<file path="src/hdl/pulse_timer_pkg.sv">
// Package holding the register map, field layout, codes and counts of the pulse timer.
package pulse_timer_pkg;

    localparam logic [7:0] ADDR_CTRL1 = 8'h00;
    localparam logic [7:0] ADDR_CTRL2 = 8'h04;
    localparam logic [7:0] ADDR_CTRL3 = 8'h08;
    localparam logic [7:0] ADDR_PERIOD = 8'h0C;
    localparam logic [7:0] ADDR_DEAD_ONE = 8'h10;
    localparam logic [7:0] ADDR_DEAD_TWO = 8'h14;
    localparam logic [7:0] ADDR_COUNT = 8'h18;

    localparam int C1_START_LO = 0;
    localparam int C1_EDGE = 2;
    localparam int C1_INI_ONE = 3;
    localparam int C1_INI_TWO = 4;
    localparam int C1_FILT_LO = 5;
    localparam int C2_OE_ONE = 0;
    localparam int C2_OE_TWO = 1;
    localparam int C2_EMG_EN = 2;
    localparam int C2_EMG_REL = 7;
    localparam int C3_RUN = 0;
    localparam int C3_STM_LO = 1;
    localparam int C3_BUSY = 3;
    localparam int C3_EMGF = 4;

    localparam logic [1:0] START_CAPTURE = 2'h0;
    localparam logic [1:0] START_CMD_TRIG = 2'h1;
    localparam logic [1:0] START_TRIG = 2'h2;

    localparam logic [1:0] STM_INIT = 2'h0;
    localparam logic [1:0] STM_HOLD = 2'h1;
    localparam logic [1:0] STM_ONCE = 2'h2;

    localparam logic [1:0] FILT_DIV4 = 2'h0;
    localparam logic [1:0] FILT_DIV2 = 2'h1;
    localparam logic [1:0] FILT_FULL = 2'h2;
    localparam logic [1:0] FILT_NONE = 2'h3;

    localparam logic [6:0] CTRL1_RESET = 7'h00;
    localparam logic [2:0] CTRL2_RESET = 3'h0;
    localparam logic [15:0] PERIOD_RESET = 16'hFFFF;
    localparam logic [15:0] DEAD_RESET = 16'h0000;

    localparam logic [2:0] FILT_SAMPLES = 3'h5;
    localparam logic [1:0] DIV4_LAST = 2'h3;
    localparam logic [1:0] EMG_SAMPLES = 2'h3;

    typedef enum logic [1:0] {
        ST_IDLE = 2'b00,
        ST_RUN = 2'b01,
        ST_WAIT = 2'b10
    } count_state_t;

endpackage

</file>
<file path="src/hdl/pulse_timer_output_control.sv">
// Pulse timer counter, output control, trigger filter and emergency stop with APB registers.
`timescale 1ns/100ps
module pulse_timer_output_control import pulse_timer_pkg::*; (
    input wire logic pclk,
    input wire logic presetn,
    input wire logic psel,
    input wire logic penable,
    input wire logic pwrite,
    input wire logic [7:0] paddr,
    input wire logic [31:0] pwdata,
    output logic [31:0] prdata,
    output logic pready,
    output logic pslverr,
    input wire logic trigger_input_pin,
    input wire logic emergency_stop_pin_n,
    output logic pulse_out_one,
    output logic pulse_out_two,
    output logic out_one_oe,
    output logic out_two_oe,
    output logic trigger_start_irq,
    output logic period_irq,
    output logic emergency_stop_irq
);

    // ======================================================================
    // Register bus
    logic [6:0] ctrl1_reg;
    logic [2:0] ctrl2_reg;
    logic run_reg;
    logic [1:0] stm_reg;
    logic [15:0] period_reg;
    logic [15:0] dead_one_reg;
    logic [15:0] dead_two_reg;
    logic [15:0] cnt_reg;
    logic emg_flag_reg;
    count_state_t state_reg;
    logic pending_reg;
    logic mapped;
    logic wr_access;
    logic wr_ctrl3;
    logic [31:0] rd_next;

    always_comb begin
        case (paddr)
            ADDR_CTRL1, ADDR_CTRL2, ADDR_CTRL3, ADDR_PERIOD,
            ADDR_DEAD_ONE, ADDR_DEAD_TWO, ADDR_COUNT: begin
                mapped = 1'b1;
            end
            default: begin
                mapped = 1'b0;
            end
        endcase
    end

    assign pready = 1'b1;
    assign pslverr = psel & penable & ~mapped;
    assign wr_access = psel & penable & pwrite & mapped;
    assign wr_ctrl3 = wr_access & (paddr == ADDR_CTRL3);

    always_comb begin
        rd_next = 32'h00000000;
        case (paddr)
            ADDR_CTRL1: begin
                rd_next[6:0] = ctrl1_reg;
            end
            ADDR_CTRL2: begin
                rd_next[2:0] = ctrl2_reg;
            end
            ADDR_CTRL3: begin
                rd_next[C3_RUN] = run_reg;
                rd_next[C3_STM_LO +: 2] = stm_reg;
                rd_next[C3_BUSY] = (state_reg == ST_RUN);
                rd_next[C3_EMGF] = emg_flag_reg;
            end
            ADDR_PERIOD: begin
                rd_next[15:0] = period_reg;
            end
            ADDR_DEAD_ONE: begin
                rd_next[15:0] = dead_one_reg;
            end
            ADDR_DEAD_TWO: begin
                rd_next[15:0] = dead_two_reg;
            end
            ADDR_COUNT: begin
                rd_next[15:0] = cnt_reg;
            end
            default: begin
                rd_next = 32'h00000000;
            end
        endcase
    end

    // Read data is captured in the setup cycle so it is stable for the access.
    always_ff @(posedge pclk or negedge presetn) begin
        if (!presetn) begin
            prdata <= 32'h00000000;
        end else if (psel && !penable && !pwrite) begin
            prdata <= rd_next;
        end
    end

    always_ff @(posedge pclk or negedge presetn) begin
        if (!presetn) begin
            ctrl1_reg <= CTRL1_RESET;
            ctrl2_reg <= CTRL2_RESET;
            period_reg <= PERIOD_RESET;
            dead_one_reg <= DEAD_RESET;
            dead_two_reg <= DEAD_RESET;
        end else if (wr_access) begin
            case (paddr)
                ADDR_CTRL1: begin
                    ctrl1_reg <= pwdata[6:0];
                end
                ADDR_CTRL2: begin
                    ctrl2_reg <= pwdata[2:0];
                end
                ADDR_PERIOD: begin
                    period_reg <= pwdata[15:0];
                end
                ADDR_DEAD_ONE: begin
                    dead_one_reg <= pwdata[15:0];
                end
                ADDR_DEAD_TWO: begin
                    dead_two_reg <= pwdata[15:0];
                end
                default: begin
                    ctrl1_reg <= ctrl1_reg;
                end
            endcase
        end
    end

    always_ff @(posedge pclk or negedge presetn) begin
        if (!presetn) begin
            run_reg <= 1'b0;
            stm_reg <= STM_INIT;
        end else if (wr_ctrl3) begin
            run_reg <= pwdata[C3_RUN];
            stm_reg <= pwdata[C3_STM_LO +: 2];
        end
    end

    logic [1:0] start_mode;
    logic edge_sel;
    logic ini_one;
    logic ini_two;
    logic [1:0] filt_sel;
    assign start_mode = ctrl1_reg[C1_START_LO +: 2];
    assign edge_sel = ctrl1_reg[C1_EDGE];
    assign ini_one = ctrl1_reg[C1_INI_ONE];
    assign ini_two = ctrl1_reg[C1_INI_TWO];
    assign filt_sel = ctrl1_reg[C1_FILT_LO +: 2];

    // ======================================================================
    // Trigger noise filter
    logic trig_ff_reg;
    logic [1:0] div_reg;
    logic sample_en;
    logic [2:0] agree_reg;
    logic filt_reg;
    logic trig_level;
    logic trig_prev_reg;
    logic filt_accept;
    logic filt_next;
    logic lag_in;
    logic [2:0] lag_reg;

    always_ff @(posedge pclk or negedge presetn) begin
        if (!presetn) begin
            trig_ff_reg <= 1'b0;
            div_reg <= 2'h0;
        end else begin
            trig_ff_reg <= trigger_input_pin;
            div_reg <= div_reg + 2'h1;
        end
    end

    always_comb begin
        case (filt_sel)
            FILT_DIV4: begin
                sample_en = (div_reg == DIV4_LAST);
            end
            FILT_DIV2: begin
                sample_en = div_reg[0];
            end
            default: begin
                sample_en = 1'b1;
            end
        endcase
    end

    always_ff @(posedge pclk or negedge presetn) begin
        if (!presetn) begin
            agree_reg <= 3'h0;
            filt_reg <= 1'b0;
        end else if (sample_en) begin
            if (trig_ff_reg == filt_reg) begin
                agree_reg <= 3'h0;
            end else if (agree_reg == FILT_SAMPLES - 3'h1) begin
                agree_reg <= 3'h0;
                filt_reg <= trig_ff_reg;
            end else begin
                agree_reg <= agree_reg + 3'h1;
            end
        end
    end

    assign filt_accept = sample_en & (trig_ff_reg != filt_reg)
        & (agree_reg == FILT_SAMPLES - 3'h1);
    assign filt_next = filt_accept ? trig_ff_reg : filt_reg;
    assign lag_in = (filt_sel == FILT_NONE) ? trig_ff_reg : filt_reg;

    // A three-stage lag sets the trigger latency of the bypass and slow filter codes.
    always_ff @(posedge pclk or negedge presetn) begin
        if (!presetn) begin
            lag_reg <= 3'h0;
        end else begin
            lag_reg <= {lag_reg[1:0], lag_in};
        end
    end

    assign trig_level = (filt_sel == FILT_FULL) ? filt_next : lag_reg[2];

    always_ff @(posedge pclk or negedge presetn) begin
        if (!presetn) begin
            trig_prev_reg <= 1'b0;
        end else begin
            trig_prev_reg <= trig_level;
        end
    end

    logic trig_on;
    logic at_stop_level;
    logic start_edge;
    assign trig_on = run_reg & (start_mode != START_CAPTURE);
    assign at_stop_level = (trig_level != edge_sel);
    assign start_edge = trig_on & (trig_level == edge_sel) & (trig_prev_reg != edge_sel);

    // ======================================================================
    // Emergency stop
    logic [1:0] emg_cnt_reg;
    logic emg_detect;
    logic emg_release;
    assign emg_detect = ctrl2_reg[C2_EMG_EN] & (emg_cnt_reg == EMG_SAMPLES);
    assign emg_release = wr_access & (paddr == ADDR_CTRL2) & pwdata[C2_EMG_REL]
        & ~run_reg & (stm_reg == STM_INIT);

    // Low level is accepted after a short run of low samples.
    always_ff @(posedge pclk or negedge presetn) begin
        if (!presetn) begin
            emg_cnt_reg <= 2'h0;
        end else if (emergency_stop_pin_n) begin
            emg_cnt_reg <= 2'h0;
        end else if (emg_cnt_reg != EMG_SAMPLES) begin
            emg_cnt_reg <= emg_cnt_reg + 2'h1;
        end
    end

    // A detected low level at release sets the flag again, set winning over clear.
    always_ff @(posedge pclk or negedge presetn) begin
        if (!presetn) begin
            emg_flag_reg <= 1'b0;
            emergency_stop_irq <= 1'b0;
        end else begin
            emergency_stop_irq <= emg_detect & (~emg_flag_reg | emg_release);
            if (emg_detect) begin
                emg_flag_reg <= 1'b1;
            end else if (emg_release) begin
                emg_flag_reg <= 1'b0;
            end
        end
    end

    // ======================================================================
    // Counter sequencing
    logic cmd_start;
    logic cmd_stop;
    logic once_restart;
    logic period_end;
    logic [1:0] stm_new;
    assign stm_new = pwdata[C3_STM_LO +: 2];
    assign once_restart = run_reg & (stm_new == STM_ONCE) & (stm_reg != STM_ONCE);
    assign cmd_start = wr_ctrl3 & pwdata[C3_RUN] & (start_mode != START_TRIG)
        & (~run_reg | (state_reg == ST_WAIT) | once_restart);
    assign cmd_stop = wr_ctrl3 & ~pwdata[C3_RUN] & run_reg;
    assign period_end = (state_reg == ST_RUN) & (cnt_reg == period_reg);

    logic lvl_one_reg;
    logic lvl_two_reg;

    always_ff @(posedge pclk or negedge presetn) begin
        if (!presetn) begin
            state_reg <= ST_IDLE;
            cnt_reg <= 16'h0000;
            pending_reg <= 1'b0;
            lvl_one_reg <= 1'b0;
            lvl_two_reg <= 1'b0;
            period_irq <= 1'b0;
            trigger_start_irq <= 1'b0;
        end else begin
            period_irq <= 1'b0;
            trigger_start_irq <= 1'b0;
            if (cmd_start) begin
                cnt_reg <= 16'h0000;
                pending_reg <= 1'b0;
                lvl_one_reg <= ini_one;
                lvl_two_reg <= ini_two;
                if (start_mode == START_CMD_TRIG && at_stop_level) begin
                    state_reg <= ST_WAIT;
                end else begin
                    state_reg <= ST_RUN;
                    period_irq <= 1'b1;
                end
            end else if (cmd_stop) begin
                if (stm_reg == STM_ONCE && state_reg == ST_RUN) begin
                    pending_reg <= 1'b1;
                end else begin
                    state_reg <= ST_IDLE;
                    cnt_reg <= 16'h0000;
                    if (stm_reg != STM_HOLD) begin
                        lvl_one_reg <= ini_one;
                        lvl_two_reg <= ini_two;
                    end
                end
            end else if (trig_on && at_stop_level && state_reg != ST_IDLE) begin
                state_reg <= ST_WAIT;
                cnt_reg <= 16'h0000;
                pending_reg <= 1'b0;
                lvl_one_reg <= ini_one;
                lvl_two_reg <= ini_two;
            end else if (start_edge && state_reg != ST_RUN) begin
                state_reg <= ST_RUN;
                cnt_reg <= 16'h0000;
                lvl_one_reg <= ini_one;
                lvl_two_reg <= ini_two;
                trigger_start_irq <= 1'b1;
            end else if (period_end) begin
                cnt_reg <= 16'h0000;
                period_irq <= 1'b1;
                lvl_one_reg <= ini_one;
                lvl_two_reg <= ini_two;
                if (pending_reg) begin
                    state_reg <= ST_IDLE;
                    pending_reg <= 1'b0;
                end else if (stm_reg == STM_ONCE) begin
                    state_reg <= ST_WAIT;
                end
            end else if (state_reg == ST_RUN) begin
                cnt_reg <= cnt_reg + 16'h0001;
                if (cnt_reg == dead_one_reg) begin
                    lvl_one_reg <= ~ini_one;
                end
                if (cnt_reg == dead_two_reg) begin
                    lvl_two_reg <= ~ini_two;
                end
            end
        end
    end

    // ======================================================================
    // Pulse outputs
    assign out_one_oe = ctrl2_reg[C2_OE_ONE];
    assign out_two_oe = ctrl2_reg[C2_OE_TWO];
    assign pulse_out_one = out_one_oe & (emg_flag_reg ? ini_one : lvl_one_reg);
    assign pulse_out_two = out_two_oe & (emg_flag_reg ? ini_two : lvl_two_reg);

endmodule

</file>
<file path="config.mk">
export PLATFORM = sky130hd
export DESIGN_NAME = pulse_timer_output_control
export DESIGN_NICKNAME = d
export VERILOG_FILES = /design/src/hdl/pulse_timer_pkg.sv /design/src/hdl/pulse_timer_output_control.sv
export SDC_FILE = /design/constraint.sdc
export NUM_CORES = 1
export LEC_CHECK = 0
export ABC_AREA = 1
export BUFFER_PORTS_ARGS = -buffer_cell sky130_fd_sc_hd__buf_2
export CORE_MARGIN = 2
export CORE_UTILIZATION = 53
export CTS_CLUSTER_DIAMETER = 120
export DETAILED_ROUTE_END_ITERATION = 6
export PLACE_DENSITY = 0.76
export SKIP_LAST_GASP = 1
export SYNTH_ARGS = -nofsm -noshare
export SYNTH_HDL_FRONTEND = slang
export SYNTH_SLANG_ARGS = --single-unit
</file>
<file path="constraint.sdc">
create_clock -name pclk -period 2.2 [get_ports pclk]
set_input_delay 0.22 -clock pclk [delete_from_list [all_inputs] [get_ports pclk]]
set_output_delay 0.22 -clock pclk [all_outputs]
set_load 0.02 [all_outputs]
</file>
Word level (Yosys, flattened, before mapping) --
Cells that the tools add are included.
Storage, ports and cells: memories 0, bits of input ports 47, logic and storage cells 199, memory bits (read-only) 0, register bits after elaboration 115, latch bits 0, memory bits (writable) 0
Cells by class: reduce and logical (&&, ||, !) cells 34, bitwise gates (word level) 36, shift operators 0, add/subtract/negate cells 4, div/mod/pow operators 0, mux-type cells 67, order comparisons 0, multiply operators 0, eq/ne operators 34
Operators by type and width (number):
- two-way mux 16 bit | 7
- == test 16 bit | 3
- two-way mux 1 bit | 42
- one-hot mux 9 bit (4 select lines) | 1
- AND 1 bit | 26
- == test 8 x 5 -> 1 bit, second input constant | 3
- nonzero test 6 bit | 4
- two-way mux 2 bit | 11
- one-hot mux 3 bit (7 select lines) | 1
- adder 16 x 1 -> 16 bit, second input constant | 1
- == test 8 x 4 -> 1 bit, second input constant | 2
- == test 2 bit, second input constant | 7
- one-hot mux 2 bit (6 select lines) | 1
- AND reduction 2 bit | 6
- one-hot mux 2 bit (5 select lines) | 1
- AND reduction 3 bit | 3
- == test 8 x 3 -> 1 bit, second input constant | 1
- zero test 8 bit | 1
- AND reduction 4 bit | 2
- nonzero test 2 bit | 4
- logical AND 1 bit | 7
- NOT 1 bit | 7
- OR reduction 7 bit | 1
- == test 2 x 1 -> 1 bit, second input constant | 3
- other kinds (17) | 30

Depth between registers and ports, before layout --
Gate-level depths: netlist of the first run.
depth after elaboration 14, mapped depth 18, mapped depth without buffers 17

Worst setup path after synthesis of the first run --
OpenSTA, ideal clock, no wires.
kind flip-flop to flip-flop, start register agree_reg[0], end register lvl_one_reg, setup slack 296 ps, arrival 1787 ps, stages on the path, launching flop included 19, setup time 116 ps, buffers on the path 1, path through dfrtp_1 -> inv_1 -> ha_1 -> nand2_1 -> inv_1 -> nand2_1 -> nand2_1 -> nand3_2 -> nand2_2 -> nand3_1 -> nand2_2 -> nand2_2 -> buf_6 -> nand2_2 -> nor2_4 -> nor2_4 -> nand2_1 -> nand2_1 -> nand2_1
Between the ends: cells in the longest elaborated chain, start to end 12, elaborated cells between the ends (all ways) 18, those cells by class 3 x eq/ne; 6 x mux; 3 x bitwise; 6 x reduce/logical
RTL lines:
- start, declared | line pulse_timer_output_control.sv:159 | logic [2:0] agree_reg;
- start signal, assigned | line pulse_timer_output_control.sv:203 | agree_reg <= agree_reg + 3'h1;
- == test 3 bit * | line pulse_timer_output_control.sv:209 | & (agree_reg == FILT_SAMPLES - 3'h1);
- AND 1 bit * | line pulse_timer_output_control.sv:209
- two-way mux 1 bit * | line pulse_timer_output_control.sv:210 | assign filt_next = filt_accept ? trig_ff_reg : filt_reg;
- two-way mux 1 bit * | line pulse_timer_output_control.sv:222 | assign trig_level = (filt_sel == FILT_FULL) ? filt_next : lag_reg[2];
- == test 1 bit | line pulse_timer_output_control.sv:237 | assign start_edge = trig_on & (trig_level == edge_sel) & (trig_prev_reg != edge_sel);
- AND 1 bit (2 in a row) | line pulse_timer_output_control.sv:237
- logical AND 1 bit | line pulse_timer_output_control.sv:331 | end else if (start_edge && state_reg != ST_RUN) begin
- two-way mux 1 bit | line pulse_timer_output_control.sv:331
- two-way mux 1 bit | line pulse_timer_output_control.sv:325 | end else if (trig_on && at_stop_level && state_reg != ST_IDLE) begin
- two-way mux 1 bit | line pulse_timer_output_control.sv:314 | end else if (cmd_stop) begin
- two-way mux 1 bit | line pulse_timer_output_control.sv:303 | if (cmd_start) begin
- end signal, assigned | line pulse_timer_output_control.sv:306 | lvl_one_reg <= ini_one;
- end signal, assigned | line pulse_timer_output_control.sv:329 | lvl_one_reg <= ini_one;
- end signal, assigned | line pulse_timer_output_control.sv:334 | lvl_one_reg <= ini_one;
- end, declared | line pulse_timer_output_control.sv:288 | logic lvl_one_reg;
Mark *: on every way between the ends. The rest lies on a longest branch, timed or not. A chain may end at the register's enable or synchronous reset.

Worst setup path after layout of the first run --
start register agree_reg[0], end register cnt_reg[8]
Between the ends: cells in the longest elaborated chain, start to end 12, elaborated cells between the ends (all ways) 17, those cells by class 3 x eq/ne; 6 x mux; 3 x bitwise; 5 x reduce/logical
RTL lines:
- == test 3 bit * | line pulse_timer_output_control.sv:209
- AND 1 bit * | line pulse_timer_output_control.sv:209
- two-way mux 1 bit * | line pulse_timer_output_control.sv:210
- two-way mux 1 bit * | line pulse_timer_output_control.sv:222
- == test 1 bit | line pulse_timer_output_control.sv:237
- AND 1 bit (2 in a row) | line pulse_timer_output_control.sv:237
- logical AND 1 bit | line pulse_timer_output_control.sv:331
- two-way mux 16 bit | line pulse_timer_output_control.sv:331
- two-way mux 16 bit | line pulse_timer_output_control.sv:325
- two-way mux 16 bit | line pulse_timer_output_control.sv:314
- two-way mux 16 bit | line pulse_timer_output_control.sv:303
- end signal, assigned | line pulse_timer_output_control.sv:349 | cnt_reg <= cnt_reg + 16'h0001;
- end, declared | line pulse_timer_output_control.sv:34 | logic [15:0] cnt_reg;
Marks and branches as above.

==> reports/qor.tcl, run 1 <==
set qor(cellPowerDensity_mw_per_mm2) 769.3
set qor(unrepaired_setup_endpoints_after_global_routing) {true}
set qor(final-seq-area_mm2) 0.002902
set qor(fill_count) 1085
set qor(core.rowCount) 41
set qor(post_drt_via_cell_ratio) 5.602
set qor(coreArea_mm2) 0.01272
set qor(drt_drc_violations_left) 0
set qor(areaGrowthSynthToFinish_pct) 20.98
set qor(synth-adder-area-share_pct) 0.8975
set qor(cts.clk_slew.worst_paths_ns) 0.05
set qor(synth.largest_area_cell) {sky130_fd_sc_hd__dfrtp_1}
set qor(cts-root-buf) {sky130_fd_sc_hd__clkbuf_16}
set qor(yosys-mux-area-fraction_pct) 2.746
set qor(crit_chain) {inv_2 -> ha_1 -> nand2_1 -> inv_2 -> nand2_1 -> nand2_2 -> nand3_4 -> nand2_4 -> nand2_2 -> nand3_4 -> nand4_4 -> nand2_4 -> o21ai_1}
set qor(cap_viol_max_count) 0
set qor(largest_net_degree_at_the_start_of_global_routing) 55
set qor(synth_compound_gate_area_share_pct) 12.64
set qor(status) {finished, final reports clean}
set qor(synth-seq-area-share_pct) 41.57
set qor(maximum_frequency_from_static_timing_analysis_mhz) 482.5
set qor(r2r_slack_ns) 0.13
set qor(synth_top_family_by_area) {simple AND/OR/NAND/NOR gates}
set qor(synth.lib_cells_used.distinct) 46
set qor(clock_insertion_delay_worst_skew_ns) 0.43
set qor(n_antenna_cell) 0
set qor(fin_worst_hold_slack_ns) 0.03514
set qor(numPortBuffers) 54
set qor(r2r-start) {agree_reg[0]}
set qor(yosys.area_share.simple_pct) 27.16
set qor(vias) 6543
set qor(holdCritPathClass) {in -> reg}
set qor(final-hold-violation-count) 0
set qor(wire_length_of_the_first_global_routing_pass_um) 32810
set qor(final_cell_count_no_fill) 1168
set qor(totalPowerFinal_mw) 6.488
set qor(min_from) {pwdata[8]}
set qor(initialDrtViolationCount) 795
set qor(cts_tree) {built}
set qor(antenna_found_initial) 0
set qor(synth_top_flop_cell) {sky130_fd_sc_hd__dfrtp_1}
set qor(syn-cell-area_mm2) 0.006970
set qor(fin_worst_skew_ns) 0.01003
set qor(worstPathArrival_ns) 2.37
set qor(worst_hold_path.endpoint) {period_reg[8]}
set qor(static_leak_nw) 4.205
set qor(globalRoute.totalOverflow) 0
set qor(global_route.usage.total_pct) 30.06
set qor(htree_levels) 4
set qor(max-clock-path-buffers) 2
set qor(crit_fanout) 14
set qor(hold_path_stages) 3
set qor(numPlacedInstances) 1126
set qor(crit_path_max_incr_delay_ns) 0.39
set qor(finalNetCount) 1035
set qor(final_min_period_over_clock_period_pct) 94.21
set qor(detail_route.first_pass.iterations) 5
set qor(tritoncts.num_buffers) 17
set qor(totalWireLength_um) 20580
set qor(synth_largest_type_area_fraction_pct) 35.54
set qor(synth.ff_latch_count) 115
set qor(synth_top_cells_by_area) {sky130_fd_sc_hd__dfrtp_1 36%, sky130_fd_sc_hd__nand2_1 11%, sky130_fd_sc_hd__dfstp_2 6.0%, sky130_fd_sc_hd__inv_1 5.2%, sky130_fd_sc_hd__o21ai_0 4.5%}
set qor(setup_tns_ns) 0
set qor(post-route-min-period_ns) 2.073
set qor(critPathLaunch) {agree_reg[0]}
set qor(floorplan.die.width_um) 118.7
set qor(timing_max_transition_violations_final) 0
set qor(clock-sinks) 115
set qor(syn-instance-count) 883
set qor(synthArstFlopShare_pct) 100.0
set qor(cp-start-kind) {register}
set qor(ff2ff_path_depth) 13
set qor(gp_congestion) 0.9927
set qor(average_footprint_of_a_synthesized_cell_um2) 7.894
set qor(critPathCaptureType) {register}
set qor(postLayoutCoreUtil_pct) 66.29
set qor(synthesis.yosys.warnings) 0
set qor(critical_path_class) {reg -> reg}
set qor(die_y_um) 118.7
set qor(wire_per_inst_um) 17.62
set qor(worst_pin_slew_ns) 0.6698
set qor(num_io_pins) 88
set qor(slew_headroom_pct) 54.19
set qor(worst_path_max_delay_cell) {sky130_fd_sc_hd__dfrtp_1}
set qor(finalSetupViolations) 0
set qor(endpoint_of_the_most_critical_register_to_register_path) {cnt_reg[8]}
set qor(vdd_ir_drop_max_mv) 0.5456
set qor(worstPathRequired_ns) 2.50
set qor(effective_utilization_at_floorplan_pct) 54.79
set qor(multi_input_area_mm2) 0.003545
set qor(layout-drive-gt1-share_pct) 24.30
set qor(first_global_vias) 6385
set qor(antenna_left) 0
set qor(yosysMostFrequentCell) {sky130_fd_sc_hd__nand2_1}
set qor(fp.dieArea_mm2) 0.01408
set qor(synth_xor_xnor_area_share_pct) 4.900
set qor(post_synth_most_frequent_cells) {199 x sky130_fd_sc_hd__nand2_1, 99 x sky130_fd_sc_hd__dfrtp_1, 97 x sky130_fd_sc_hd__inv_1}
set qor(synth-edff-count) 0
set qor(dpl.hpwl_um) 14640
cells in the final DEF, fill, tap and decap left out, drive strengths merged, types with 5 or more instances in the layout:
| cell type | instances |
|---|---|
| o22ai | 21 |
| nor2 | 85 |
| clkbuf | 25 |
| conb | 17 |
| nand2 | 212 |
| a221oi | 12 |
| mux2 | 17 |
| xor2 | 28 |
| dfstp | 16 |
| dfrtp | 99 |
| inv | 103 |
| buf | 113 |
| xnor2 | 11 |
| nor4 | 5 |
| a21oi | 32 |
| o21ai | 73 |
| ha | 5 |
| nand3 | 41 |
| nor3 | 17 |
| nand4 | 34 |
power breakdown:
group / switching, mW / internal (mW)
sequential: 0.107 / 2.24
clock: 0.999 / 1.87
combinational: 0.842 / 0.428
how the worst max path moves through the flow:
stage,to,slack (ns),depth (start not counted)
5_1_grt,lvl_one_reg,-0.05,17
3_3_place_gp,lvl_two_reg,0.11,15
6_report,cnt_reg[8],0.13,13
4_1_cts,lvl_one_reg,0.05,15
2_1_floorplan,lvl_one_reg,0.30,18
3_5_place_dp,lvl_one_reg,0.06,15
what timing repair did:
item | in CTS | in global routing
hold endpoints to repair | 34 | 0
resized for setup | 0 | 22
hold buffers | 3 | 0
setup buffers | 0 | 4
setup endpoints to repair | 0 | 21
worst max-delay path: cells and delay by family (launching register included):
family          cells  cell delay, ns
compound gates      1            0.10
fa+ha+maj           1            0.13
buf+inv             2            0.15
simple gates        9            1.15
flops               1            0.39
kinds of logic after synthesis:
family          after synthesis
simple gates                396
mux                          17
other cells                   2
flops                       115
fa+ha+maj                     5
buf+inv                     157
compound gates              152
xor+xnor                     39
routing by layer:
metal | part of all wire [%] | vias up | global-route usage (%)
li1 | - | 3097 | -
met1 | 42 | 3057 | 39.42
met2 | 46 | 330 | 46.34
met3 | 8.0 | 59 | 7.915
met4 | 4.3 | 0 | 14.36
met5 | 0 | - | 0
stage by stage:
step	worst slack, ns	area, µm²
final	0.1274	8433
after global routing	-0.05482	8433
after CTS	0.04786	8284
after detailed placement	0.05649	7635
after global placement	0.1129	7635
after floorplan	0.2962	7027
layout make-up:
type / instances / share of cell area (%)
clock inverter: 7 / 1.113
inverter: 104 / 4.629
timing repair buffer: 116 / 9.036
tap: 172 / 2.552
multi-input combinational: 629 / 42.03
clock buffer: 25 / 6.231
sequential: 115 / 34.41
Note: power is estimated with default switching activity, not from simulation.
==> inputs of run 2 (changes only) <==
--- a/config.mk
+++ b/config.mk
@@ -5,7 +5,6 @@
 export SDC_FILE = /design/constraint.sdc
 export NUM_CORES = 1
 export LEC_CHECK = 0
-export ABC_AREA = 1
 export BUFFER_PORTS_ARGS = -buffer_cell sky130_fd_sc_hd__buf_2
 export CORE_MARGIN = 2
 export CORE_UTILIZATION = 53
==> run 2 against run 1 <==
Compared with the run above:
- the flow now finishes with violations (setup timing)
- area after synthesis decreased by 5.8%
- routed wire length decreased by 7.6%
- sequential cell count unchanged
- clock skew decreased by 0.0026 ns
- non-clock buffer count increased by 46
- critical path depth decreased by 4
- via count decreased by 17%
- worst hold slack improved by 0.025 ns
- combinational power decreased by 52%
- largest cell class unchanged
- largest power group unchanged
==> reports/qor.tcl, run 2 <==
set qor(critPathCaptureType) {register} ;# unchanged
set qor(endpoint_of_the_most_critical_register_to_register_path) {cnt_reg[5]} ;# was cnt_reg[8]
set qor(die_y_um) 115.3 ;# was 118.7 µm
set qor(synth_top_flop_cell) {sky130_fd_sc_hd__dfrtp_1} ;# unchanged
set qor(htree_levels) 4 ;# unchanged
set qor(core.rowCount) 40 ;# was 41
set qor(critical_path_cell_count) 9 ;# was 13
set qor(cellPowerDensity_mw_per_mm2) 637.9 ;# was 769.3 mW/mm²
set qor(effective_utilization_at_floorplan_pct) 54.46 ;# was 54.79%
set qor(final-seq-area_mm2) 0.002898 ;# was 0.002902 mm²
set qor(first_global_vias) 5522 ;# was 6385
set qor(share_clk_of_total_power_pct) 46.5 ;# was 44.3%
set qor(multi_input_area_mm2) 0.003603 ;# was 0.003545 mm²
set qor(drt_drc_violations_left) 0 ;# unchanged
set qor(worst_setup_path_endpoint) {cnt_reg[5]} ;# was cnt_reg[8]
set qor(numPortBuffers) 54 ;# unchanged
set qor(layout-drive-gt1-share_pct) 42.37 ;# was 24.30%
set qor(crit_path_frequent_cell) {sky130_fd_sc_hd__buf_4}
set qor(num_io_pins) 88 ;# unchanged
set qor(coreArea_mm2) 0.01206 ;# was 0.01272 mm²
set qor(post-route-min-period_ns) 2.346 ;# was 2.073 ns
set qor(antenna_found_initial) 0 ;# unchanged
set qor(syn-instance-count) 608 ;# was 883
set qor(global_route.usage.met3_pct) 7.433 ;# was 7.915%
set qor(status) {finished, violations left} ;# was finished, final reports clean
set qor(post_synth_most_frequent_cells) {99 x sky130_fd_sc_hd__dfrtp_1, 55 x sky130_fd_sc_hd__mux2_2, 43 x sky130_fd_sc_hd__xor2_1} ;# was 199 x sky130_fd_sc_hd__nand2_1, 99 x sky130_fd_sc_hd__dfrtp_1, 97 x sky130_fd_sc_hd__inv_1
set qor(fill_count) 838 ;# was 1085
set qor(postLayoutCoreUtil_pct) 70.02 ;# was 66.29%
set qor(static_leak_nw) 4.208 ;# was 4.205 nW
set qor(slew_headroom_pct) 49.68 ;# was 54.19%
set qor(finalSetupViolations) 20 ;# was 0
set qor(holdCritPathClass) {in -> reg} ;# unchanged
set qor(synth.lib_cells_used.distinct) 75 ;# was 46
set qor(gp_congestion) 0.9215 ;# was 0.9927
set qor(cts.clk_slew.worst_paths_ns) 0.05 ;# about the same
set qor(synthesis.yosys.warnings) 0 ;# unchanged
set qor(detail_route.first_pass.iterations) 6 ;# was 5
set qor(crit_path_max_incr_delay_ns) 0.54 ;# was 0.39 ns
set qor(synth-seq-area-share_pct) 44.11 ;# was 41.57%
set qor(cts-root-buf) {sky130_fd_sc_hd__clkbuf_16} ;# unchanged
set qor(worstPathArrival_ns) 2.65 ;# was 2.37 ns
set qor(post_drt_via_cell_ratio) 5.820 ;# was 5.602
set qor(unrepaired_setup_endpoints_after_global_routing) {true} ;# unchanged
set qor(max-clock-path-buffers) 2 ;# unchanged
set qor(fp.dieArea_mm2) 0.01330 ;# was 0.01408 mm²
set qor(areaGrowthSynthToFinish_pct) 28.57 ;# was 20.98%
set qor(critPathLaunch) {ctrl1_reg[6]} ;# was agree_reg[0]
set qor(yosysMostFrequentCell) {sky130_fd_sc_hd__dfrtp_1} ;# was sky130_fd_sc_hd__nand2_1
set qor(use_met2_pct) 48.38 ;# was 46.34%
set qor(min_from) {pwdata[14]} ;# was pwdata[8]
set qor(layout.cells.most_common_list) {99 x sky130_fd_sc_hd__dfrtp_1, 96 x sky130_fd_sc_hd__buf_4, 53 x sky130_fd_sc_hd__buf_2, 45 x sky130_fd_sc_hd__mux2_2, 43 x sky130_fd_sc_hd__xor2_1} ;# was 197 x sky130_fd_sc_hd__nand2_1, 96 x sky130_fd_sc_hd__dfrtp_1, 93 x sky130_fd_sc_hd__inv_1, 68 x sky130_fd_sc_hd__nor2_1, 62 x sky130_fd_sc_hd__o21ai_0
set qor(intPower_mw) 4.039 ;# was 4.540 mW
set qor(r2r-start) {ctrl1_reg[6]} ;# was agree_reg[0]
set qor(floorplan.die.width_um) 115.3 ;# was 118.7 µm
set qor(syn-cell-area_mm2) 0.006569 ;# was 0.006970 mm²
set qor(crit_fanout) 6 ;# was 14
set qor(final-hold-violation-count) 0 ;# unchanged
set qor(global_route.usage.total_pct) 30.02 ;# was 30.06%
set qor(synth_largest_type_area_fraction_pct) 37.71 ;# was 35.54%
set qor(cap_viol_max_count) 0 ;# unchanged
set qor(seqPwrFrac_pct) 42.2 ;# was 36.1%
set qor(setup_tns_ns) -2.019 ;# was 0 ns
set qor(met1_usage_pct) 39.32 ;# was 39.42%
set qor(clock_insertion_delay_worst_skew_ns) 0.42 ;# was 0.43 ns
set qor(leading_cell_type_in_the_layout_fill_and_taps_excluded) {sky130_fd_sc_hd__dfrtp_1} ;# was sky130_fd_sc_hd__nand2_1
set qor(tritoncts.num_buffers) 17 ;# unchanged
set qor(maximum_frequency_from_static_timing_analysis_mhz) 426.3 ;# was 482.5 MHz
set qor(worstPathRequired_ns) 2.51 ;# was 2.50 ns
set qor(finalNetCount) 799 ;# was 1035
set qor(fin_worst_skew_ns) 0.007432 ;# was 0.01003 ns
set qor(wire_length_of_the_first_global_routing_pass_um) 30050 ;# was 32810 µm
set qor(dpl.hpwl_um) 12900 ;# was 14640 µm
set qor(timing_max_transition_violations_final) 0 ;# unchanged
set qor(totalWireLength_um) 19010 ;# was 20580 µm
set qor(antenna_left) 0 ;# unchanged
set qor(wire_per_inst_um) 20.49 ;# was 17.62 µm
set qor(crit_chain) {nor2b_1 -> or4_1 -> o21ai_4 -> o21bai_1 -> nor3b_4 -> buf_4 -> nor2_4 -> buf_4 -> nor2_1} ;# was inv_2 -> ha_1 -> nand2_1 -> inv_2 -> nand2_1 -> nand2_2 -> nand3_4 -> nand2_4 -> nand2_2 -> nand3_4 -> nand4_4 -> nand2_4 -> o21ai_1
set qor(postLayoutSetupSlackWorst_ns) -0.1460 ;# was 0.1274 ns
set qor(cts_tree) {built} ;# unchanged
set qor(synth_top_cells_by_area) {sky130_fd_sc_hd__dfrtp_1 38%, sky130_fd_sc_hd__mux2_2 9.4%, sky130_fd_sc_hd__dfstp_2 6.4%, sky130_fd_sc_hd__xor2_1 5.7%, sky130_fd_sc_hd__mux2_4 3.9%} ;# was sky130_fd_sc_hd__dfrtp_1 36%, sky130_fd_sc_hd__nand2_1 11%, sky130_fd_sc_hd__dfstp_2 6.0%, sky130_fd_sc_hd__inv_1 5.2%, sky130_fd_sc_hd__o21ai_0 4.5%
set qor(synth.ff_latch_count) 115 ;# unchanged
set qor(globalRoute.totalOverflow) 0 ;# unchanged
set qor(initialDrtViolationCount) 489 ;# was 795
set qor(clock-sinks) 115 ;# unchanged
set qor(worst_path_max_delay_cell) {sky130_fd_sc_hd__or4_1} ;# was sky130_fd_sc_hd__dfrtp_1
set qor(n_antenna_cell) 0 ;# unchanged
set qor(gr-max-usage-layer) {met2} ;# unchanged
set qor(synthArstFlopShare_pct) 100.0 ;# unchanged
set qor(vias) 5401 ;# was 6543
set qor(largest_net_degree_at_the_start_of_global_routing) 116 ;# was 55
set qor(final_min_period_over_clock_period_pct) 106.6 ;# was 94.21%
set qor(buffers_inverters_on_critical_path) 2 ;# unchanged
set qor(ff2ff_path_depth) 9 ;# was 13
set qor(violations) {setup timing}
set qor(average_footprint_of_a_synthesized_cell_um2) 10.80 ;# was 7.894 µm²
set qor(power.switching_fraction_pct) 25.02 ;# was 30.02%
set qor(synth-edff-count) 0 ;# unchanged
set qor(worst_pin_slew_ns) 0.7358 ;# was 0.6698 ns
set qor(cp-start-kind) {register} ;# unchanged
set qor(vdd_ir_drop_max_mv) 0.4134 ;# was 0.5456 mV
set qor(r2r_slack_ns) -0.15 ;# was 0.13 ns
set qor(critical_path_class) {reg -> reg} ;# unchanged
set qor(power_frac_comb_pct) 11.3 ;# was 19.6%
set qor(switching_power_mw) 1.348 ;# was 1.948 mW
set qor(cpLargestDelayFamily) {simple AND/OR/NAND/NOR gates} ;# unchanged
set qor(synth.largest_area_cell) {sky130_fd_sc_hd__dfrtp_1} ;# unchanged
==> run 2: cell count changes after synthesis, moves of 19 or more <==
cell / change
sky130_fd_sc_hd__mux2_2: +38
sky130_fd_sc_hd__nor2_1: -26
sky130_fd_sc_hd__nand2_1: -160
sky130_fd_sc_hd__inv_1: -85
sky130_fd_sc_hd__a21oi_1: -19
sky130_fd_sc_hd__nand4_1: -21
sky130_fd_sc_hd__o21ai_0: -43
==> run 2: metal layers <==
metal,vias to the layer above,wire length [µm]
met3,41,1450
li1,2426,-
met2,264,9329
met1,2670,7794
met4,0,440
met5,-,0
==> run 2: cell type report <==
type,count,area share [%]
Inverter,12,0.5333
Clock buffer,25,5.511
Clock inverter,7,0.7111
Multi-Input combinational cell,439,42.67
Sequential cell,115,34.31
Tap cell,168,2.489
Timing Repair Buffer,162,13.78
==> run 2: worst register-to-register path, delay by kind of cell, from the launching register on <==
| kind | cells | cell delay [ns] |
|---|---|---|
| AO/OA/AOI/OAI | 2 | 0.35 |
| flip-flops | 1 | 0.43 |
| AND/OR/NAND/NOR | 5 | 1.16 |
| buffers and inverters | 2 | 0.30 |
==> run 2: what timing repair did <==
action,in CTS,in global routing
setup endpoints to repair,21,29
pin swaps,20,6
resized for setup,25,16
hold endpoints to repair,102,0
hold buffers,3,0
setup buffers,9,7
==> run 2: how the worst min path moves through the flow <==
stage	endpoint	slack, ns	depth (start not counted)
finish	dead_one_reg[14]	0.06	2
global placement	trig_ff_reg	0.33	1
CTS	dead_one_reg[14]	0.05	2
detailed placement	trig_ff_reg	0.33	1
global route	dead_two_reg[8]	0.06	2
floorplan	agree_reg[0]	-0.08	0
==> run 2: power groups by stage <==
| stage | clock network, mW | logic [mW] | registers [mW] |
|---|---|---|---|
| after floorplan | 0 | 0.257 | 2.31 |
| after global placement | 0 | 0.470 | 2.29 |
| after global routing | 2.63 | 0.663 | 2.28 |
| after detailed placement | 0 | 0.498 | 2.29 |
| after CTS | 2.52 | 0.573 | 2.27 |
| final | 2.50 | 0.609 | 2.27 |
==> run 2: kinds of logic (layout without fill, tap and decap cells) <==
logic type | after synthesis | count (layout) | synth area share (%)
buffers and inverters | 69 | 206 | 5.695
XOR/XNOR | 61 | 61 | 8.133
multiplexers | 87 | 87 | 15.60
adder cells (fa/ha/maj) | 5 | 5 | 0.9524
flip-flops | 115 | 115 | 44.11
AO/OA/AOI/OAI | 90 | 90 | 10.19
AND/OR/NAND/NOR | 179 | 179 | 15.20
other | 2 | 17 | 0.1143
==> run 2: metrics by stage <==
step | area (µm²) | setup slack (ns) | hold WS (ns) | cells | power (mW)
2_1_floorplan | 6755 | -0.1353 | -0.07559 | 623 | 2.565
3_3_place_gp | 7580 | -0.3353 | 0.3286 | 877 | 2.759
3_5_place_dp | 7580 | -0.4186 | 0.3313 | 877 | 2.791
4_1_cts | 8327 | -0.08332 | 0.05287 | 921 | 5.361
5_1_grt | 8446 | -0.2412 | 0.05547 | 928 | 5.574
6_report | 8446 | -0.1460 | 0.05993 | 928 | 5.387
==> inputs of run 3 (changes only) <==
--- a/config.mk
+++ b/config.mk
@@ -5,11 +5,13 @@
 export SDC_FILE = /design/constraint.sdc
 export NUM_CORES = 1
 export LEC_CHECK = 0
-export BUFFER_PORTS_ARGS = -buffer_cell sky130_fd_sc_hd__buf_2
+export BUFFER_PORTS_ARGS = -buffer_cell sky130_fd_sc_hd__buf_4
+export CORE_ASPECT_RATIO = 0.75
 export CORE_MARGIN = 2
 export CORE_UTILIZATION = 53
 export CTS_CLUSTER_DIAMETER = 120
 export DETAILED_ROUTE_END_ITERATION = 6
+export GPL_ROUTABILITY_DRIVEN = 0
 export PLACE_DENSITY = 0.76
 export SKIP_LAST_GASP = 1
 export SYNTH_ARGS = -nofsm -noshare
==> run 3 against run 2 <==
Compared with the run above:
- maximum frequency fell by 2.9%
- combinational power is 2% higher
- clock skew up 0.0018 ns
- via count increased by 3.9%
- the flow still finishes with violations (setup timing)
- sequential share of layout area down 0.64 points
- cell count decreased by 1.6%
- routed wire length grew 3.1%
- sequential power about the same
- first-iteration DRC count grew 18%
- setup slack lost 0.070 ns
- critical path type unchanged
==> reports/qor.tcl, run 3 (same netlist as run 2, synthesis figures left out) <==
set qor(critical_path_class) {reg -> reg} ;# unchanged
set qor(antenna_found_initial) 0 ;# unchanged
set qor(timing_max_transition_violations_final) 0 ;# unchanged
set qor(cts.clk_slew.worst_paths_ns) 0.06 ;# was 0.05 ns
set qor(tritoncts.num_buffers) 17 ;# unchanged
set qor(leading_cell_type_in_the_layout_fill_and_taps_excluded) {sky130_fd_sc_hd__buf_4} ;# was sky130_fd_sc_hd__dfrtp_1
set qor(slew_headroom_pct) 51.82 ;# was 49.68%
set qor(die_y_um) 100.4 ;# was 115.3 µm
set qor(status) {finished, violations left} ;# unchanged
set qor(holdCritPathClass) {in -> reg} ;# unchanged
set qor(final_min_period_over_clock_period_pct) 109.8 ;# was 106.6%
set qor(fin_worst_skew_ns) 0.009202 ;# was 0.007432 ns
set qor(areaGrowthSynthToFinish_pct) 31.01 ;# was 28.57%
set qor(n_antenna_cell) 0 ;# unchanged
set qor(final_area_mm2) 0.008606 ;# was 0.008446 mm²
set qor(static_leak_nw) 4.187 ;# was 4.208 nW
set qor(htree_levels) 4 ;# unchanged
set qor(core.rowCount) 35 ;# was 40
set qor(final-seq-area_mm2) 0.002898 ;# unchanged
set qor(detail_route.first_pass.iterations) 5 ;# was 6
set qor(finalNetCount) 786 ;# was 799
set qor(place_area_mm2) 0.007680 ;# was 0.007580 mm²
set qor(fill_count) 815 ;# was 838
set qor(globalRoute.totalOverflow) 0 ;# unchanged
set qor(setup_tns_ns) -2.298 ;# was -2.019 ns
set qor(post_drt_via_cell_ratio) 6.146 ;# was 5.820
set qor(numPlacedInstances) 866 ;# was 877
set qor(wire_per_inst_um) 21.48 ;# was 20.49 µm
set qor(post-route-min-period_ns) 2.416 ;# was 2.346 ns
set qor(multi_input_area_mm2) 0.003646 ;# was 0.003603 mm²
set qor(max-clock-path-buffers) 2 ;# unchanged
set qor(first_global_vias) 5827 ;# was 5522
set qor(clock_insertion_delay_worst_skew_ns) 0.43 ;# was 0.42 ns
set qor(worst_path_max_delay_cell) {sky130_fd_sc_hd__a2111oi_4} ;# was sky130_fd_sc_hd__or4_1
set qor(cpLargestDelayFamily) {compound AO/OA/AOI/OAI gates} ;# was simple AND/OR/NAND/NOR gates
set qor(final-hold-violation-count) 0 ;# unchanged
set qor(worstPathArrival_ns) 2.73 ;# was 2.65 ns
set qor(finalSetupViolations) 19 ;# was 20
set qor(fp.dieArea_mm2) 0.01331 ;# was 0.01330 mm²
set qor(initialDrtViolationCount) 578 ;# was 489
set qor(cp-start-kind) {register} ;# unchanged
set qor(postLayoutSetupSlackWorst_ns) -0.2156 ;# was -0.1460 ns
set qor(final_cell_count_no_fill) 913 ;# was 928
set qor(violations) {setup timing} ;# unchanged
set qor(critPathCaptureType) {register} ;# unchanged
set qor(cellPowerDensity_mw_per_mm2) 661.4 ;# was 637.9 mW/mm²
set qor(cts-root-buf) {sky130_fd_sc_hd__clkbuf_16} ;# unchanged
set qor(buffers_inverters_on_critical_path) 3 ;# was 2
set qor(num_io_pins) 88 ;# unchanged
set qor(global_route.usage.total_pct) 30.52 ;# was 30.02%
set qor(worstPathRequired_ns) 2.51 ;# about the same
set qor(drt_drc_violations_left) 0 ;# unchanged
set qor(maximum_frequency_from_static_timing_analysis_mhz) 414.0 ;# was 426.3 MHz
set qor(wire_length_of_the_first_global_routing_pass_um) 31110 ;# was 30050 µm
set qor(floorplan.die.width_um) 132.6 ;# was 115.3 µm
set qor(vdd_ir_drop_max_mv) 0.5117 ;# was 0.4134 mV
set qor(worst_pin_slew_ns) 0.7211 ;# was 0.7358 ns
set qor(totalWireLength_um) 19610 ;# was 19010 µm
set qor(effective_utilization_at_floorplan_pct) 53.96 ;# was 54.46%
set qor(cap_viol_max_count) 0 ;# unchanged
set qor(fin_worst_hold_slack_ns) 0.04445 ;# was 0.05993 ns
set qor(cts_tree) {built} ;# unchanged
set qor(unrepaired_setup_endpoints_after_global_routing) {true} ;# unchanged
set qor(crit_fanout) 6 ;# unchanged
set qor(postLayoutCoreUtil_pct) 70.69 ;# was 70.02%
set qor(layout.cells.most_common_list) {132 x sky130_fd_sc_hd__buf_4, 99 x sky130_fd_sc_hd__dfrtp_1, 45 x sky130_fd_sc_hd__mux2_2, 43 x sky130_fd_sc_hd__xor2_1, 40 x sky130_fd_sc_hd__nor2_1} ;# was 99 x sky130_fd_sc_hd__dfrtp_1, 96 x sky130_fd_sc_hd__buf_4, 53 x sky130_fd_sc_hd__buf_2, 45 x sky130_fd_sc_hd__mux2_2, 43 x sky130_fd_sc_hd__xor2_1
set qor(clock-sinks) 115 ;# unchanged
set qor(vias) 5611 ;# was 5401
set qor(antenna_left) 0 ;# unchanged
set qor(largest_net_degree_at_the_start_of_global_routing) 60 ;# was 116
set qor(layout-drive-gt1-share_pct) 42.97 ;# was 42.37%
set qor(crit_path_max_incr_delay_ns) 0.42 ;# was 0.54 ns
set qor(numPortBuffers) 54 ;# unchanged
set qor(crit_chain) {inv_2 -> ha_4 -> a21bo_4 -> and3_4 -> nor4b_4 -> buf_4 -> nor3b_4 -> buf_6 -> a2111oi_4 -> xnor2_1 -> nor2_1} ;# was nor2b_1 -> or4_1 -> o21ai_4 -> o21bai_1 -> nor3b_4 -> buf_4 -> nor2_4 -> buf_4 -> nor2_1
set qor(dpl.hpwl_um) 12910 ;# was 12900 µm
set qor(coreArea_mm2) 0.01217 ;# was 0.01206 mm²
run 3: cell count changes in the layout (fill, tap and decap cells not counted), moves of 4 or more:
cell / previous run / this run
sky130_fd_sc_hd__buf_2: 53 / 1
sky130_fd_sc_hd__inv_6: 0 / 4
sky130_fd_sc_hd__clkinv_2: 6 / 1
sky130_fd_sc_hd__clkbuf_1: 7 / 0
sky130_fd_sc_hd__buf_4: 96 / 132
sky130_fd_sc_hd__clkinvlp_4: 0 / 6
run 3: repair_timing:
| item | CTS | global route |
|---|---|---|
| setup endpoints to repair | 20 | 30 |
| hold buffers | 3 | 0 |
| gates cloned | 2 | 0 |
| resized for setup | 32 | 21 |
| buffers inserted | 7 | 6 |
| pin swaps | 23 | 24 |
| endpoints found under the hold margin | 27 | 0 |
run 3: area by class of cell:
cell class                      instances  area share (%)
Sequential cell                       115           33.67
Multi-Input combinational cell        439           42.37
Tap cell                              166           2.413
Clock buffer                           18           5.103
Timing Repair Buffer                  149           14.13
Clock inverter                         14           1.788
Inverter                               12          0.5234
run 3: through the flow:
step | power, mW | worst slack, ns
finish | 5.691 | -0.2156
detailed placement | 2.804 | -0.3232
global route | 5.869 | -0.3139
CTS | 5.669 | -0.2090
floorplan | 2.565 | -0.1353
global placement | 2.762 | -0.3071
run 3: metal layers:
metal  up-vias  track usage, %  routed length, µm
li1       2400               -                  -
met1      2808           37.73               8018
met2       328           50.82               9337
met3        75           7.929               1662
met4         0           13.98                589
met5         -               0                  0
run 3: final timing paths:
kind	slack [ns]	cells after the start	from	to
worst max-delay path	-0.22	11	agree_reg[1]	cnt_reg[15]
worst min-delay path	0.04	2	pwdata[12]	period_reg[12]
worst max register to register	-0.22	11	agree_reg[1]	cnt_reg[15]
worst min register to register	0.36	0	lag_reg[1]	lag_reg[2]
max in group asynchronous	1.14	3	presetn	period_reg[9]
min in group asynchronous	0.28	2	presetn	cnt_reg[0]
run 3: report_power, final:
group	internal, mW	total [mW]	switching (mW)
Combinational	0.286	0.622	0.335
Sequential	2.21	2.27	0.0586
Clock	1.71	2.80	1.10
